--- config.mk ---
export PLATFORM = sky130hd
export DESIGN_NAME = ufc_fifo_ctrl
export DESIGN_NICKNAME = d
export VERILOG_FILES = /design/src/core/ufc_pkg.sv /design/src/core/ufc_char_fifo.sv /design/src/core/ufc_fifo_ctrl.sv
export SDC_FILE = /design/constraint.sdc
export NUM_CORES = 1
export LEC_CHECK = 0
export ABC_CLOCK_PERIOD_IN_PS = 5270
export BUFFER_PORTS_ARGS = -buffer_cell sky130_fd_sc_hd__buf_4
export CAP_MARGIN = 20
export CORE_MARGIN = 2
export CORE_UTILIZATION = 30
export CTS_CLUSTER_DIAMETER = 80
export DETAILED_ROUTE_END_ITERATION = 8
export HOLD_SLACK_MARGIN = 0.12
export SLEW_MARGIN = 20
export SYNTH_ARGS = -nofsm -noshare
export SYNTH_HDL_FRONTEND = slang
export SYNTH_SLANG_ARGS = --single-unit
--- constraint.sdc ---
create_clock -name CLK_SYS -period 5.27 [get_ports CLK_SYS]
set_clock_uncertainty 0.05 [all_clocks]
set_input_delay 0.2635 -clock CLK_SYS [delete_from_list [all_inputs] [get_ports CLK_SYS]]
set_output_delay 0.2635 -clock CLK_SYS [all_outputs]
set_load 0.005 [all_outputs]
--- src/core/ufc_pkg.sv ---
/*
 * Package of the FIFO control block: register offsets, field positions,
 * reset values and trigger codes.
 * Assumes a byte-addressed Avalon-MM slave with 32-bit words.
 */
package ufc_pkg;
    // Queue geometry
    localparam int UFC_DEPTH = 16;
    localparam int UFC_CHAR_W = 8;
    localparam int UFC_CNT_W = 5;

    // Register byte offsets
    localparam logic [7:0] OFF_DATA = 8'h00;
    localparam logic [7:0] OFF_FIFO_CONTROL = 8'h08;
    localparam logic [7:0] OFF_INT_STATUS = 8'h0C;
    localparam logic [7:0] OFF_ALT_FUNC = 8'h10;
    localparam logic [7:0] OFF_LEVELS = 8'h14;
    localparam logic [7:0] OFF_EVT_STATUS = 8'h18;
    localparam logic [7:0] OFF_EVT_ENABLE = 8'h1C;
    localparam logic [7:0] OFF_EVT_CLEAR = 8'h20;

    // fifo_control field positions
    localparam int FC_ENABLE = 0;
    localparam int FC_RX_CLEAR = 1;
    localparam int FC_TX_CLEAR = 2;
    localparam int FC_DMA_MODE = 3;
    localparam int FC_THR_LO = 6;
    localparam int FC_THR_HI = 7;

    // interrupt_status_reg field positions
    localparam int IS_NO_PEND = 0;
    localparam int IS_EN_LO = 6;
    localparam int IS_EN_HI = 7;

    // alternate_function_reg field position
    localparam int AF_RX_READY_SEL = 0;

    // Event bit positions
    localparam int EV_RX = 0;
    localparam int EV_TX = 1;
    localparam int EV_OVERRUN = 2;
    localparam int EV_W = 3;

    // Reset values
    localparam logic RST_FIFO_EN = 1'b0;
    localparam logic RST_DMA_MODE = 1'b0;
    localparam logic [1:0] RST_THR = 2'h0;
    localparam logic RST_ALT_SEL = 1'b0;
    localparam logic [EV_W-1:0] RST_EVT = 3'h0;

    // Receive trigger levels by threshold code
    localparam logic [UFC_CNT_W-1:0] TRIG_00 = 5'h01;
    localparam logic [UFC_CNT_W-1:0] TRIG_01 = 5'h04;
    localparam logic [UFC_CNT_W-1:0] TRIG_10 = 5'h08;
    localparam logic [UFC_CNT_W-1:0] TRIG_11 = 5'h0E;
    // Capacity of the single holding register with queues off
    localparam logic [UFC_CNT_W-1:0] CAP_HOLD = 5'h01;
endpackage

--- src/core/ufc_char_fifo.sv ---
/*
 * Character queue with occupancy counter and synchronous clear.
 * Assumes push and pop come from logic on the same clock.
 */
`timescale 1ns/100ps
module ufc_char_fifo
    import ufc_pkg::*;
#(
    parameter int W = UFC_CHAR_W,
    parameter int DEPTH = UFC_DEPTH,
    parameter int CW = UFC_CNT_W
) (
    // Clock and reset
    input wire logic clk,
    input wire logic rst_n,
    // Control
    input wire logic clr,
    input wire logic [CW-1:0] cap,
    // Write side
    input wire logic push,
    input wire logic [W-1:0] wdata,
    // Read side
    input wire logic pop,
    output logic [W-1:0] rdata,
    // Occupancy
    output logic [CW-1:0] count,
    output logic full,
    output logic empty
);
    localparam int AW = $clog2(DEPTH);

    logic [W-1:0] mem [DEPTH];
    logic [AW-1:0] wr_ptr_r, wr_ptr_nxt;
    logic [AW-1:0] rd_ptr_r, rd_ptr_nxt;
    logic [CW-1:0] cnt_r, cnt_nxt;
    logic do_push, do_pop;

    assign full = (cnt_r >= cap);
    assign empty = (cnt_r == '0);
    assign count = cnt_r;
    assign rdata = mem[rd_ptr_r];
    assign do_push = push & ~full & ~clr;
    assign do_pop = pop & ~empty & ~clr;

    always_comb begin
        wr_ptr_nxt = wr_ptr_r;
        rd_ptr_nxt = rd_ptr_r;
        cnt_nxt = cnt_r;
        if (clr) begin
            wr_ptr_nxt = '0;
            rd_ptr_nxt = '0;
            cnt_nxt = '0;
        end else begin
            if (do_push) begin
                wr_ptr_nxt = wr_ptr_r + AW'(1);
            end
            if (do_pop) begin
                rd_ptr_nxt = rd_ptr_r + AW'(1);
            end
            if (do_push && !do_pop) begin
                cnt_nxt = cnt_r + CW'(1);
            end else if (do_pop && !do_push) begin
                cnt_nxt = cnt_r - CW'(1);
            end
        end
    end

    always_ff @(posedge clk) begin
        if (!rst_n) begin
            wr_ptr_r <= '0;
            rd_ptr_r <= '0;
            cnt_r <= '0;
        end else begin
            wr_ptr_r <= wr_ptr_nxt;
            rd_ptr_r <= rd_ptr_nxt;
            cnt_r <= cnt_nxt;
        end
    end

    always_ff @(posedge clk) begin
        if (do_push) begin
            mem[wr_ptr_r] <= wdata;
        end
    end
endmodule

--- src/core/ufc_fifo_ctrl.sv ---
/*
 * FIFO control of one UART channel: fifo_control register, transmit and
 * receive character queues, DMA ready outputs and event interrupts.
 * Assumes the transmitter and receiver run on CLK_SYS; the Avalon-MM
 * master holds each request until waitrequest is seen low.
 */
`timescale 1ns/100ps
// What this block does
// - Enable bit turns both queues on
// - Other fields written only with enable set
// - Transmit clear empties queue, self-clears
// - Receive clear empties queue, self-clears
// - Threshold code selects 1, 4, 8, 14
// - Mode 1: receive event at threshold, keep filling
// - Bit 3 selects single or block mode
// - Mode 0: transmit ready low when empty
// - Mode 0: receive ready low while holding
// - Mode 1: transmit ready high only full
// - Mode 1: receive ready low until emptied
// - Receive ready shown only when selected
// - Mode 1: transmit event on free space
// - Mode 0: events per character
// - Bits 5 and 4 read zero
// - Status top bits show queues enabled
module ufc_fifo_ctrl
    import ufc_pkg::*;
#(
    parameter int DEPTH = UFC_DEPTH
) (
    // Clock and reset
    input wire logic CLK_SYS,
    input wire logic RST_N,
    // Avalon-MM register slave
    input wire logic [7:0] AVS_ADDRESS,
    input wire logic AVS_READ,
    input wire logic AVS_WRITE,
    input wire logic [31:0] AVS_WRITEDATA,
    input wire logic [3:0] AVS_BYTEENABLE,
    output logic [31:0] AVS_READDATA,
    output logic AVS_WAITREQUEST,
    // Transmitter side
    output logic [7:0] TX_CHAR,
    output logic TX_CHAR_VALID,
    input wire logic TX_CHAR_TAKE,
    // Receiver side
    input wire logic [7:0] RX_CHAR,
    input wire logic RX_CHAR_WRITE,
    input wire logic RX_TIMEOUT,
    // DMA signalling
    output logic TX_DMA_READY_N,
    output logic MULTI_FUNCTION_OUTPUT,
    // Interrupt
    output logic IRQ
);
    function automatic logic hit(input logic [7:0] a, input logic [7:0] o);
        return a == o;
    endfunction

    function automatic logic [UFC_CNT_W-1:0] trig(input logic [1:0] c);
        case (c)
            2'h0: return TRIG_00;
            2'h1: return TRIG_01;
            2'h2: return TRIG_10;
            default: return TRIG_11;
        endcase
    endfunction

    logic ack_r, ack_nxt;
    logic [31:0] rdata_r, rdata_nxt;
    logic fifo_en_r, fifo_en_nxt;
    logic mode_r, mode_nxt;
    logic [1:0] thr_r, thr_nxt;
    logic tx_clr_r, tx_clr_nxt;
    logic rx_clr_r, rx_clr_nxt;
    logic alt_sel_r, alt_sel_nxt;
    logic rx_hold_r, rx_hold_nxt;
    logic rx_cond_r, tx_space_r;
    logic [EV_W-1:0] evt_stat_r, evt_stat_nxt;
    logic [EV_W-1:0] evt_en_r, evt_en_nxt;
    logic [EV_W-1:0] evt;
    logic wr_go, rd_go, wr_fcr, wr_fcr_on;
    logic blk;
    logic [UFC_CNT_W-1:0] cap, rx_level, tx_cnt, rx_cnt;
    logic tx_full, tx_empty, rx_full, rx_empty;
    logic tx_push, rx_pop, tx_pop_ok, rx_push_ok;
    logic rx_cond, tx_space, rx_rdy_n;
    logic [7:0] rx_head;

    // One wait state: the answer comes on the second cycle of a request
    assign AVS_WAITREQUEST = (AVS_READ | AVS_WRITE) & ~ack_r;
    assign AVS_READDATA = rdata_r;
    assign wr_go = AVS_WRITE & ack_r & AVS_BYTEENABLE[0];
    assign rd_go = AVS_READ & ack_r;
    assign wr_fcr = wr_go & hit(AVS_ADDRESS, OFF_FIFO_CONTROL);
    assign wr_fcr_on = wr_fcr & AVS_WRITEDATA[FC_ENABLE];
    assign tx_push = wr_go & hit(AVS_ADDRESS, OFF_DATA);
    assign rx_pop = rd_go & hit(AVS_ADDRESS, OFF_DATA);

    assign blk = fifo_en_r & mode_r;
    // queues off act as one holding register
    assign cap = fifo_en_r ? UFC_CNT_W'(DEPTH) : CAP_HOLD;
    assign rx_level = fifo_en_r ? trig(thr_r) : TRIG_00;
    assign rx_cond = rx_cnt >= rx_level;
    assign tx_space = tx_cnt < cap;
    assign tx_pop_ok = TX_CHAR_TAKE & ~tx_empty & ~tx_clr_r;
    assign rx_push_ok = RX_CHAR_WRITE & ~rx_full & ~rx_clr_r;
    assign TX_CHAR_VALID = ~tx_empty;

    ufc_char_fifo #(.W(UFC_CHAR_W), .DEPTH(DEPTH), .CW(UFC_CNT_W)) u_tx (
        .clk(CLK_SYS),
        .rst_n(RST_N),
        .clr(tx_clr_r),
        .cap(cap),
        .push(tx_push),
        .wdata(AVS_WRITEDATA[7:0]),
        .pop(TX_CHAR_TAKE),
        .rdata(TX_CHAR),
        .count(tx_cnt),
        .full(tx_full),
        .empty(tx_empty)
    );

    ufc_char_fifo #(.W(UFC_CHAR_W), .DEPTH(DEPTH), .CW(UFC_CNT_W)) u_rx (
        .clk(CLK_SYS),
        .rst_n(RST_N),
        .clr(rx_clr_r),
        .cap(cap),
        .push(RX_CHAR_WRITE),
        .wdata(RX_CHAR),
        .pop(rx_pop),
        .rdata(rx_head),
        .count(rx_cnt),
        .full(rx_full),
        .empty(rx_empty)
    );

    // Bus slave and control fields
    always_comb begin
        ack_nxt = (AVS_READ | AVS_WRITE) & ~ack_r;
        rdata_nxt = rdata_r;
        fifo_en_nxt = fifo_en_r;
        mode_nxt = mode_r;
        thr_nxt = thr_r;
        alt_sel_nxt = alt_sel_r;
        evt_en_nxt = evt_en_r;
        tx_clr_nxt = 1'b0;
        rx_clr_nxt = 1'b0;
        if (wr_fcr) begin
            fifo_en_nxt = AVS_WRITEDATA[FC_ENABLE];
            // Switching the queues on or off starts both from empty
            if (AVS_WRITEDATA[FC_ENABLE] != fifo_en_r) begin
                tx_clr_nxt = 1'b1;
                rx_clr_nxt = 1'b1;
            end
        end
        if (wr_fcr_on) begin
            mode_nxt = AVS_WRITEDATA[FC_DMA_MODE];
            thr_nxt = AVS_WRITEDATA[FC_THR_HI:FC_THR_LO];
            if (AVS_WRITEDATA[FC_TX_CLEAR]) begin
                tx_clr_nxt = 1'b1;
            end
            if (AVS_WRITEDATA[FC_RX_CLEAR]) begin
                rx_clr_nxt = 1'b1;
            end
        end
        if (wr_go && hit(AVS_ADDRESS, OFF_ALT_FUNC)) begin
            alt_sel_nxt = AVS_WRITEDATA[AF_RX_READY_SEL];
        end
        if (wr_go && hit(AVS_ADDRESS, OFF_EVT_ENABLE)) begin
            evt_en_nxt = AVS_WRITEDATA[EV_W-1:0];
        end
        if (AVS_READ && !ack_r) begin
            rdata_nxt = 32'h0000_0000;
            case (AVS_ADDRESS)
                OFF_DATA: rdata_nxt[7:0] = rx_head;
                // bits 5 and 4 read zero
                OFF_FIFO_CONTROL: rdata_nxt[7:0] = {thr_r, 2'h0, mode_r,
                    tx_clr_r, rx_clr_r, fifo_en_r};
                OFF_INT_STATUS: begin
                    rdata_nxt[IS_EN_HI] = fifo_en_r;
                    rdata_nxt[IS_EN_LO] = fifo_en_r;
                    rdata_nxt[IS_NO_PEND] = ~IRQ;
                end
                OFF_ALT_FUNC: rdata_nxt[AF_RX_READY_SEL] = alt_sel_r;
                OFF_LEVELS: rdata_nxt[12:0] = {tx_cnt, 3'h0, rx_cnt};
                OFF_EVT_STATUS: rdata_nxt[EV_W-1:0] = evt_stat_r;
                OFF_EVT_ENABLE: rdata_nxt[EV_W-1:0] = evt_en_r;
                default: rdata_nxt = 32'h0000_0000;
            endcase
        end
    end

    always_ff @(posedge CLK_SYS) begin
        if (!RST_N) begin
            ack_r <= 1'b0;
            rdata_r <= 32'h0000_0000;
            fifo_en_r <= RST_FIFO_EN;
            mode_r <= RST_DMA_MODE;
            thr_r <= RST_THR;
            tx_clr_r <= 1'b0;
            rx_clr_r <= 1'b0;
            alt_sel_r <= RST_ALT_SEL;
            evt_en_r <= RST_EVT;
        end else begin
            ack_r <= ack_nxt;
            rdata_r <= rdata_nxt;
            fifo_en_r <= fifo_en_nxt;
            mode_r <= mode_nxt;
            thr_r <= thr_nxt;
            tx_clr_r <= tx_clr_nxt;
            rx_clr_r <= rx_clr_nxt;
            alt_sel_r <= alt_sel_nxt;
            evt_en_r <= evt_en_nxt;
        end
    end

    // Events, ready outputs and interrupt
    always_comb begin
        evt = '0;
        if (blk) begin
            evt[EV_RX] = rx_cond & ~rx_cond_r;
            evt[EV_TX] = tx_space & ~tx_space_r;
        end else begin
            evt[EV_RX] = rx_push_ok;
            evt[EV_TX] = tx_pop_ok;
        end
        evt[EV_OVERRUN] = RX_CHAR_WRITE & rx_full & ~rx_clr_r;
        // Set wins over a clear in the same cycle
        evt_stat_nxt = evt_stat_r;
        if (wr_go && hit(AVS_ADDRESS, OFF_EVT_CLEAR)) begin
            evt_stat_nxt = evt_stat_r & ~AVS_WRITEDATA[EV_W-1:0];
        end
        evt_stat_nxt = evt_stat_nxt | evt;
        rx_hold_nxt = blk & (rx_cnt != '0)
            & (rx_hold_r | rx_cond | RX_TIMEOUT);
    end

    always_ff @(posedge CLK_SYS) begin
        if (!RST_N) begin
            evt_stat_r <= RST_EVT;
            rx_hold_r <= 1'b0;
            rx_cond_r <= 1'b0;
            tx_space_r <= 1'b1;
        end else begin
            evt_stat_r <= evt_stat_nxt;
            rx_hold_r <= rx_hold_nxt;
            rx_cond_r <= rx_cond;
            tx_space_r <= tx_space;
        end
    end

    assign TX_DMA_READY_N = blk ? (tx_cnt == cap) : ~tx_empty;
    assign rx_rdy_n = blk ? ~rx_hold_r : rx_empty;
    assign MULTI_FUNCTION_OUTPUT = alt_sel_r ? rx_rdy_n : 1'b1;
    assign IRQ = |(evt_stat_r & evt_en_r);
endmodule

Word-level counts from Yosys, hierarchy flattened
Memory sizes are Yosys's and may differ from the RTL's. A register that Yosys moved wholly into a read port is not among the register bits.
Index checks and enable logic that the tools add are counted.

storage, ports and cells
  bits in registers = 56
  latch bits = 0
  memory bits (writable) = 256
  ROM bits = 0
  input port bits = 59
  output and inout port bits = 45
  memories = 2

cells by class
  add/sub/neg operators = 8
  multiply operators = 0
  divide/modulo/power cells = 0
  magnitude comparators = 4
  equal/unequal tests = 11
  shift operators = 0
  mux-type cells = 31
  bitwise gates (word level) = 42
  reduce and logical (&&, ||, !) cells = 23

memories
  memory    depth  width  read ports  clocked after memory_dff  write ports  RTL line             source
  u_rx.mem  16     8      1           1                         1            ufc_char_fifo.sv:32  logic [W-1:0] mem [DEPTH];
  u_tx.mem  16     8      1           1                         1            ufc_char_fifo.sv:32

operators with widths
  operator                                             count
  2-to-1 mux 5 bit                                     7
  equality test 8 x 5 -> 1 bit, second input constant  4
  AND 1 bit                                            23
  adder 4 x 1 -> 4 bit, second input constant          4
  equality test 8 x 4 -> 1 bit, second input constant  2
  2-to-1 mux 4 bit                                     4
  >= comparator 5 bit                                  3
  2-to-1 mux 1 bit                                     13
  inverter 1 bit                                       12
  case mux 4 bit (3 select lines)                      1
  adder 5 x 1 -> 5 bit, second input constant          2
  zero test 5 bit                                      2
  case mux 2 bit (5 select lines)                      1
  subtractor 5 x 1 -> 5 bit, second input constant     2
  case mux 3 bit (3 select lines)                      1
  equality test 8 x 6 -> 1 bit, second input constant  1
  logical AND 1 bit                                    8
  zero test 8 bit                                      1
  case mux 1 bit (7 select lines)                      1
  AND 3 bit                                            2
  case mux 2 bit (3 select lines)                      1
  equality test 5 bit                                  1
  zero test 1 bit                                      5
  < comparator 5 bit                                   1
  13 further kinds                                     17

Logic depth before layout (Yosys ltp)
  depth after elaboration = 9
  gate-level depth with buffers = 16
  depth with buffers taken out = 13

Hierarchy
From an unflattened synthesis, not the netlist that was laid out.

second synthesis, totals
  cells, all modules = 881
  area total of the unflattened synthesis = 13,825.8 sq um

by module, submodules not included
  module         times used  cells an instance  area an instance (sq um)  sequential area each (sq um)
  ufc_char_fifo  2           329                5,994.5                   4,184.0
  ufc_fifo_ctrl  1           223                1,836.8                   600.6

Least setup slack after synthesis
Ideal clock, no wire load.

  path type = flip-flop to flip-flop
  start = register fifo_en_r
  end = register u_tx.cnt_r[4] (netlist: u_tx.count[4])
  setup time = 0.070 ns
  data arrival time = 3.408 ns
  setup slack = 1.742 ns
  cell stages (with the launch flop) = 17
  buffers on the path = 3
  cells stage by stage = dfxtp_1 -> clkbuf_1 -> inv_1 -> ha_1 -> or4b_2 -> a21oi_2 -> and3_1 -> buf_4 -> buf_6 -> ha_1 -> inv_1 -> fa_1 -> a21o_1 -> a21oi_1 -> xnor2_1 -> or3_1 -> a21oi_1

on the way
  longest elaborated chain between the ends = 8
  elaborated cells between the ends (all ways) = 10
  those cells by class = order compare (1); mux (2); bitwise (3); reduce/logical (4)

RTL lines
  element                              RTL line              source
  from (decl)                          ufc_fifo_ctrl.sv:70   logic fifo_en_r, fifo_en_nxt;
  from (signal assigned)               ufc_fifo_ctrl.sv:207  fifo_en_r <= fifo_en_nxt;
  2-to-1 mux 5 bit *                   ufc_fifo_ctrl.sv:101  assign cap = fifo_en_r ? UFC_CNT_W'(DEPTH) : CAP_HOLD;
  >= comparator 5 bit *                ufc_char_fifo.sv:38   assign full = (cnt_r >= cap);
  inverter 1 bit *                     ufc_char_fifo.sv:42   assign do_push = push & ~full & ~clr;
  AND 1 bit * (2 in series)            ufc_char_fifo.sv:42
  via u_tx.do_push                     ufc_char_fifo.sv:36   logic do_push, do_pop;
  zero test 1 bit                      ufc_char_fifo.sv:62   end else if (do_pop && !do_push) begin
  logical AND 1 bit                    ufc_char_fifo.sv:62
  nonzero test 2 bit (no source line)  n/a
  to (signal assigned)                 ufc_char_fifo.sv:76   cnt_r <= cnt_nxt;
  to (decl)                            ufc_char_fifo.sv:35   logic [CW-1:0] cnt_r, cnt_nxt;

The timed path passes the listed nets; every way through them passes the cells marked *.
A chain may end at the register's enable or synchronous reset.

Final worst setup path
  start = register fifo_en_r
  end = register u_tx.cnt_r[4] (netlist: u_tx.count[4])

on the way
  longest elaborated chain between the ends = 8
  elaborated cells between the ends (all ways) = 10
  those cells by class = order compare (1); mux (2); bitwise (3); reduce/logical (4)

RTL lines
  element                              RTL line
  2-to-1 mux 5 bit *                   ufc_fifo_ctrl.sv:101
  >= comparator 5 bit *                ufc_char_fifo.sv:38
  inverter 1 bit *                     ufc_char_fifo.sv:42
  AND 1 bit * (2 in series)            ufc_char_fifo.sv:42
  zero test 1 bit                      ufc_char_fifo.sv:62
  logical AND 1 bit                    ufc_char_fifo.sv:62
  nonzero test 2 bit (no source line)  n/a

Every way passes the cells marked *; elsewhere a longest branch is shown, timed or not.

==> flow_summary.json <==
{
  "tightest_slew_ns": 1.11,
  "antenna_found_initial": 0,
  "critical_path_class": "flip-flop to flip-flop",
  "worst-path-stages": 13,
  "drive_above_1_share": 0.218,
  "crit_end": "u_tx.count[4]",
  "root_buffer": "clkbuf_16",
  "grt_usage": 0.126,
  "relSlewSlack": 0.256,
  "die_w_um": 215,
  "io_pins": 104,
  "cts.sinks": 320,
  "multiInputGateArea_um2": 4040,
  "synth_cell_type_count": 62,
  "ctsHtreeMaxLevel": 1,
  "yosys_warnings": 0,
  "synth-seq-cells": 320,
  "power_density_nw_per_um2": 390,
  "seq_area_um2": 8970,
  "post-place-ws_ns": 1.37,
  "start_util": 0.303,
  "path_clk_slew_ns": 0.06,
  "endpoint_kind": "flip-flop",
  "viasPerCell": 4.78,
  "min_period_ns": 3.93,
  "fin_ws_ns": 1.34,
  "r2r_cells": 13,
  "holdCritPathClass": "input port to flip-flop",
  "status": "finished clean",
  "synth_edf_count": 256,
  "path_cells": "inv_1 -> ha_1 -> or4b_2 -> a21oi_2 -> and3_1 -> ha_1 -> inv_1 -> fa_1 -> a21o_1 -> a21oi_1 -> xnor2_1 -> or3_1 -> a21oi_1",
  "fillers": 4196,
  "drt_iter0_markers": 505,
  "cts_tree": "yes",
  "critPathArrivalTime_ns": 4.37,
  "fp.dieH_um": 215,
  "wl_um": 29400,
  "fin_tns_setup_ns": 0,
  "p_leak_nw": 5.14,
  "grt_pass1_wl_um": 44500,
  "critPathLaunchType": "flip-flop",
  "numCtsBuffers": 31,
  "crit_start": "fifo_en_r",
  "hold_ws_ns": 0.144,
  "finalHoldViolations": 0,
  "slew_viol_final": 0,
  "synth.avg_cell_area_um2": 16.2,
  "wl_per_cell_um": 19.4,
  "synth_ff_type": "edfxtp_1",
  "ir_drop_v": 0.000310,
  "synth_area_um2": 13300,
  "fin_util": 0.353,
  "n_antenna_cell": 0,
  "r2r_start": "fifo_en_r",
  "drc": 0,
  "grt_max_degree": 33,
  "setup_violations": 0,
  "grt_pass1_vias": 7261,
  "slowest_stage": "or4b_2",
  "first_pass_iters": 5,
  "syn_to_final_growth_pct": 16.5,
  "maxCapViolations": 0,
  "place.gp.congestion": 0.791,
  "reg2reg_to": "u_tx.count[4]",
  "ctsResizeCount": 0,
  "layout.nets": 990,
  "rrSetupSlack_ns": 1.34,
  "seq_area_frac_synth": 0.673,
  "die-area_um2": 46100,
  "ant_nets": 0,
  "fmax_mhz": 254,
  "worst-path-max-fanout": 13,
  "required_ns": 5.71,
  "fin_crit_sh": 0.746,
  "clock_latency_ns": 0.56,
  "crit_buf_inv": 2,
  "row_count": 77,
  "cts_setup_buffers": 0,
  "syn-instance-count": 822,
  "async_flop_share": 0,
  "crit_family": "simple AND/OR/NAND/NOR gates",
  "vias": 7256,
  "port-buffer-count": 57,
  "coreArea_um2": 44000,
  "slowest_delay_ns": 0.61,
  "cts_buffer_depth": 3,
  "rsz0062_at_grt": "false",
  "overflow": 0,
  "dp_hpwl_um": 19100
}
timing repair:
action                                  4_1_cts  5_1_grt
hold buffers                                 24        0
endpoints found under the hold margin       283        0
endpoints found under the setup margin        0        0
logic make-up (layout without fill, tap and decap cells):
kind of cell | count (synthesis) | after routing | synth area share
flops | 320 | 320 | 0.673
simple gates | 197 | 197 | 0.0743
mux | 91 | 91 | 0.137
compound gates | 89 | 89 | 0.0463
buf+inv | 77 | 163 | 0.0295
fa+ha+maj | 28 | 28 | 0.0274
xor+xnor | 19 | 19 | 0.0125
other cells | 1 | 19 | 0.000281
per-stage QoR:
step / cell area (µm²) / total power [W] / cells
2_1_floorplan: 13400 / 0.00365 / 840
3_3_place_gp: 14300 / 0.00394 / 1438
3_5_place_dp: 14300 / 0.00396 / 1438
4_1_cts: 15500 / 0.00610 / 1518
5_1_grt: 15500 / 0.00632 / 1518
6_report: 15500 / 0.00605 / 1518
layer usage:
metal / global-route usage / part of all wire
met5: 0 / 0
met4: 0.0338 / 0.025
met3: 0.0214 / 0.048
met2: 0.211 / 0.49
met1: 0.171 / 0.44
worst min-delay path: stages:
cell and delay (ns):
buf_4 0.16, a41o_1 0.18, a221oi_1 0.05, nor2_1 0.07
layout by cell type (no fill, tap or decap), types with 6 or more instances in the layout:
cell           synthesis  layout
nor2_1                68      68
and3_1                12      12
xnor2_1                8       8
xor2_1                11      11
a21oi_1               20      20
a22oi_1                9       9
edfxtp_1             256     256
dlygate4sd3_1          0      24
conb_1                 1      19
ha_1                  26      26
nor3_1                15      14
mux2i_1               18      18
inv_1                 16      16
nand3_1               20      20
clkbuf_16              0      33
nand2b_1              10      10
nor2b_1               10      10
nand2_1               29      29
clkinv_1               0       6
dfxtp_1               64      62
buf_4                 23      67
mux4_2                73      73
a22o_1                 8       8
o21ai_0               15      15
synth_stat cells (2+ instances only):
cell | n | area, µm²
o22ai_1 | 2 | 12.5
nor3_2 | 3 | 30.0
nand2_2 | 3 | 18.8
a2111oi_1 | 2 | 20.0
a21o_1 | 5 | 37.5
nor2_1 | 68 | 255
nor3_1 | 15 | 75.1
nand4_1 | 3 | 18.8
buf_4 | 23 | 173
a221oi_1 | 2 | 17.5
or3_1 | 5 | 31.3
xnor2_1 | 8 | 70.1
o21a_1 | 4 | 30.0
o211ai_1 | 2 | 15.0
a31oi_1 | 5 | 31.3
and3_1 | 12 | 75.1
dfxtp_1 | 64 | 1280
nor4_1 | 2 | 12.5
a22o_1 | 8 | 70.1
nand3_1 | 20 | 100
mux4_2 | 73 | 1640
nor2b_1 | 10 | 62.6
ha_1 | 26 | 325
buf_2 | 8 | 40.0
o21ai_0 | 15 | 75.1
nand3b_1 | 2 | 15.0
mux2i_1 | 18 | 180
a22oi_1 | 9 | 67.6
nand4b_1 | 2 | 17.5
edfxtp_1 | 256 | 7690
clkbuf_1 | 27 | 101
nand2b_1 | 10 | 62.6
o31ai_1 | 2 | 15.0
buf_1 | 2 | 7.51
xor2_1 | 11 | 96.3
nand2_1 | 29 | 109
or4_1 | 2 | 15.0
fa_1 | 2 | 40.0
a211oi_1 | 2 | 15.0
inv_1 | 16 | 60.1
and2_1 | 4 | 25.0
a21oi_1 | 20 | 100
sequential cells by signal, indices dropped and copies added, names as in the netlist, 4 cells and up, named ones only:
register / flops
u_rx.mem: 128
u_tx.mem: 128
AVS_READDATA: 13
u_rx.count: 5
u_tx.count: 5
u_rx.rd_ptr_r: 4
u_rx.wr_ptr_r: 4
u_tx.rd_ptr_r: 4
u_tx.wr_ptr_r: 4
cell type report:
class                   count  area share
inverters                  16     0.00387
flip-flops and latches    320       0.578
repair buffers             91      0.0479
well taps                 592      0.0477
clock inverters            14     0.00483
multi-input cells         443       0.260
clock buffers              42      0.0579
worst min-delay path by stage:
stage,endpoint,startpoint,cells after the start
finish,AVS_READDATA[3],AVS_ADDRESS[3],4
global route,AVS_READDATA[3],AVS_ADDRESS[3],4
CTS,alt_sel_r,AVS_ADDRESS[3],4
detailed placement,u_tx.rd_ptr_r[3],u_tx.rd_ptr_r[3],2
global placement,u_tx.rd_ptr_r[3],u_tx.rd_ptr_r[3],2
floorplan,u_rx.mem[0][0],RX_CHAR[0],0
report_power, final:
| group | internal (W) | switching [W] |
|---|---|---|
| clock | 0.00119 | 0.000949 |
| combinational | 0.000496 | 0.000498 |
| sequential | 0.00282 | 0.0000902 |
Power figures use the tool's default switching activity.
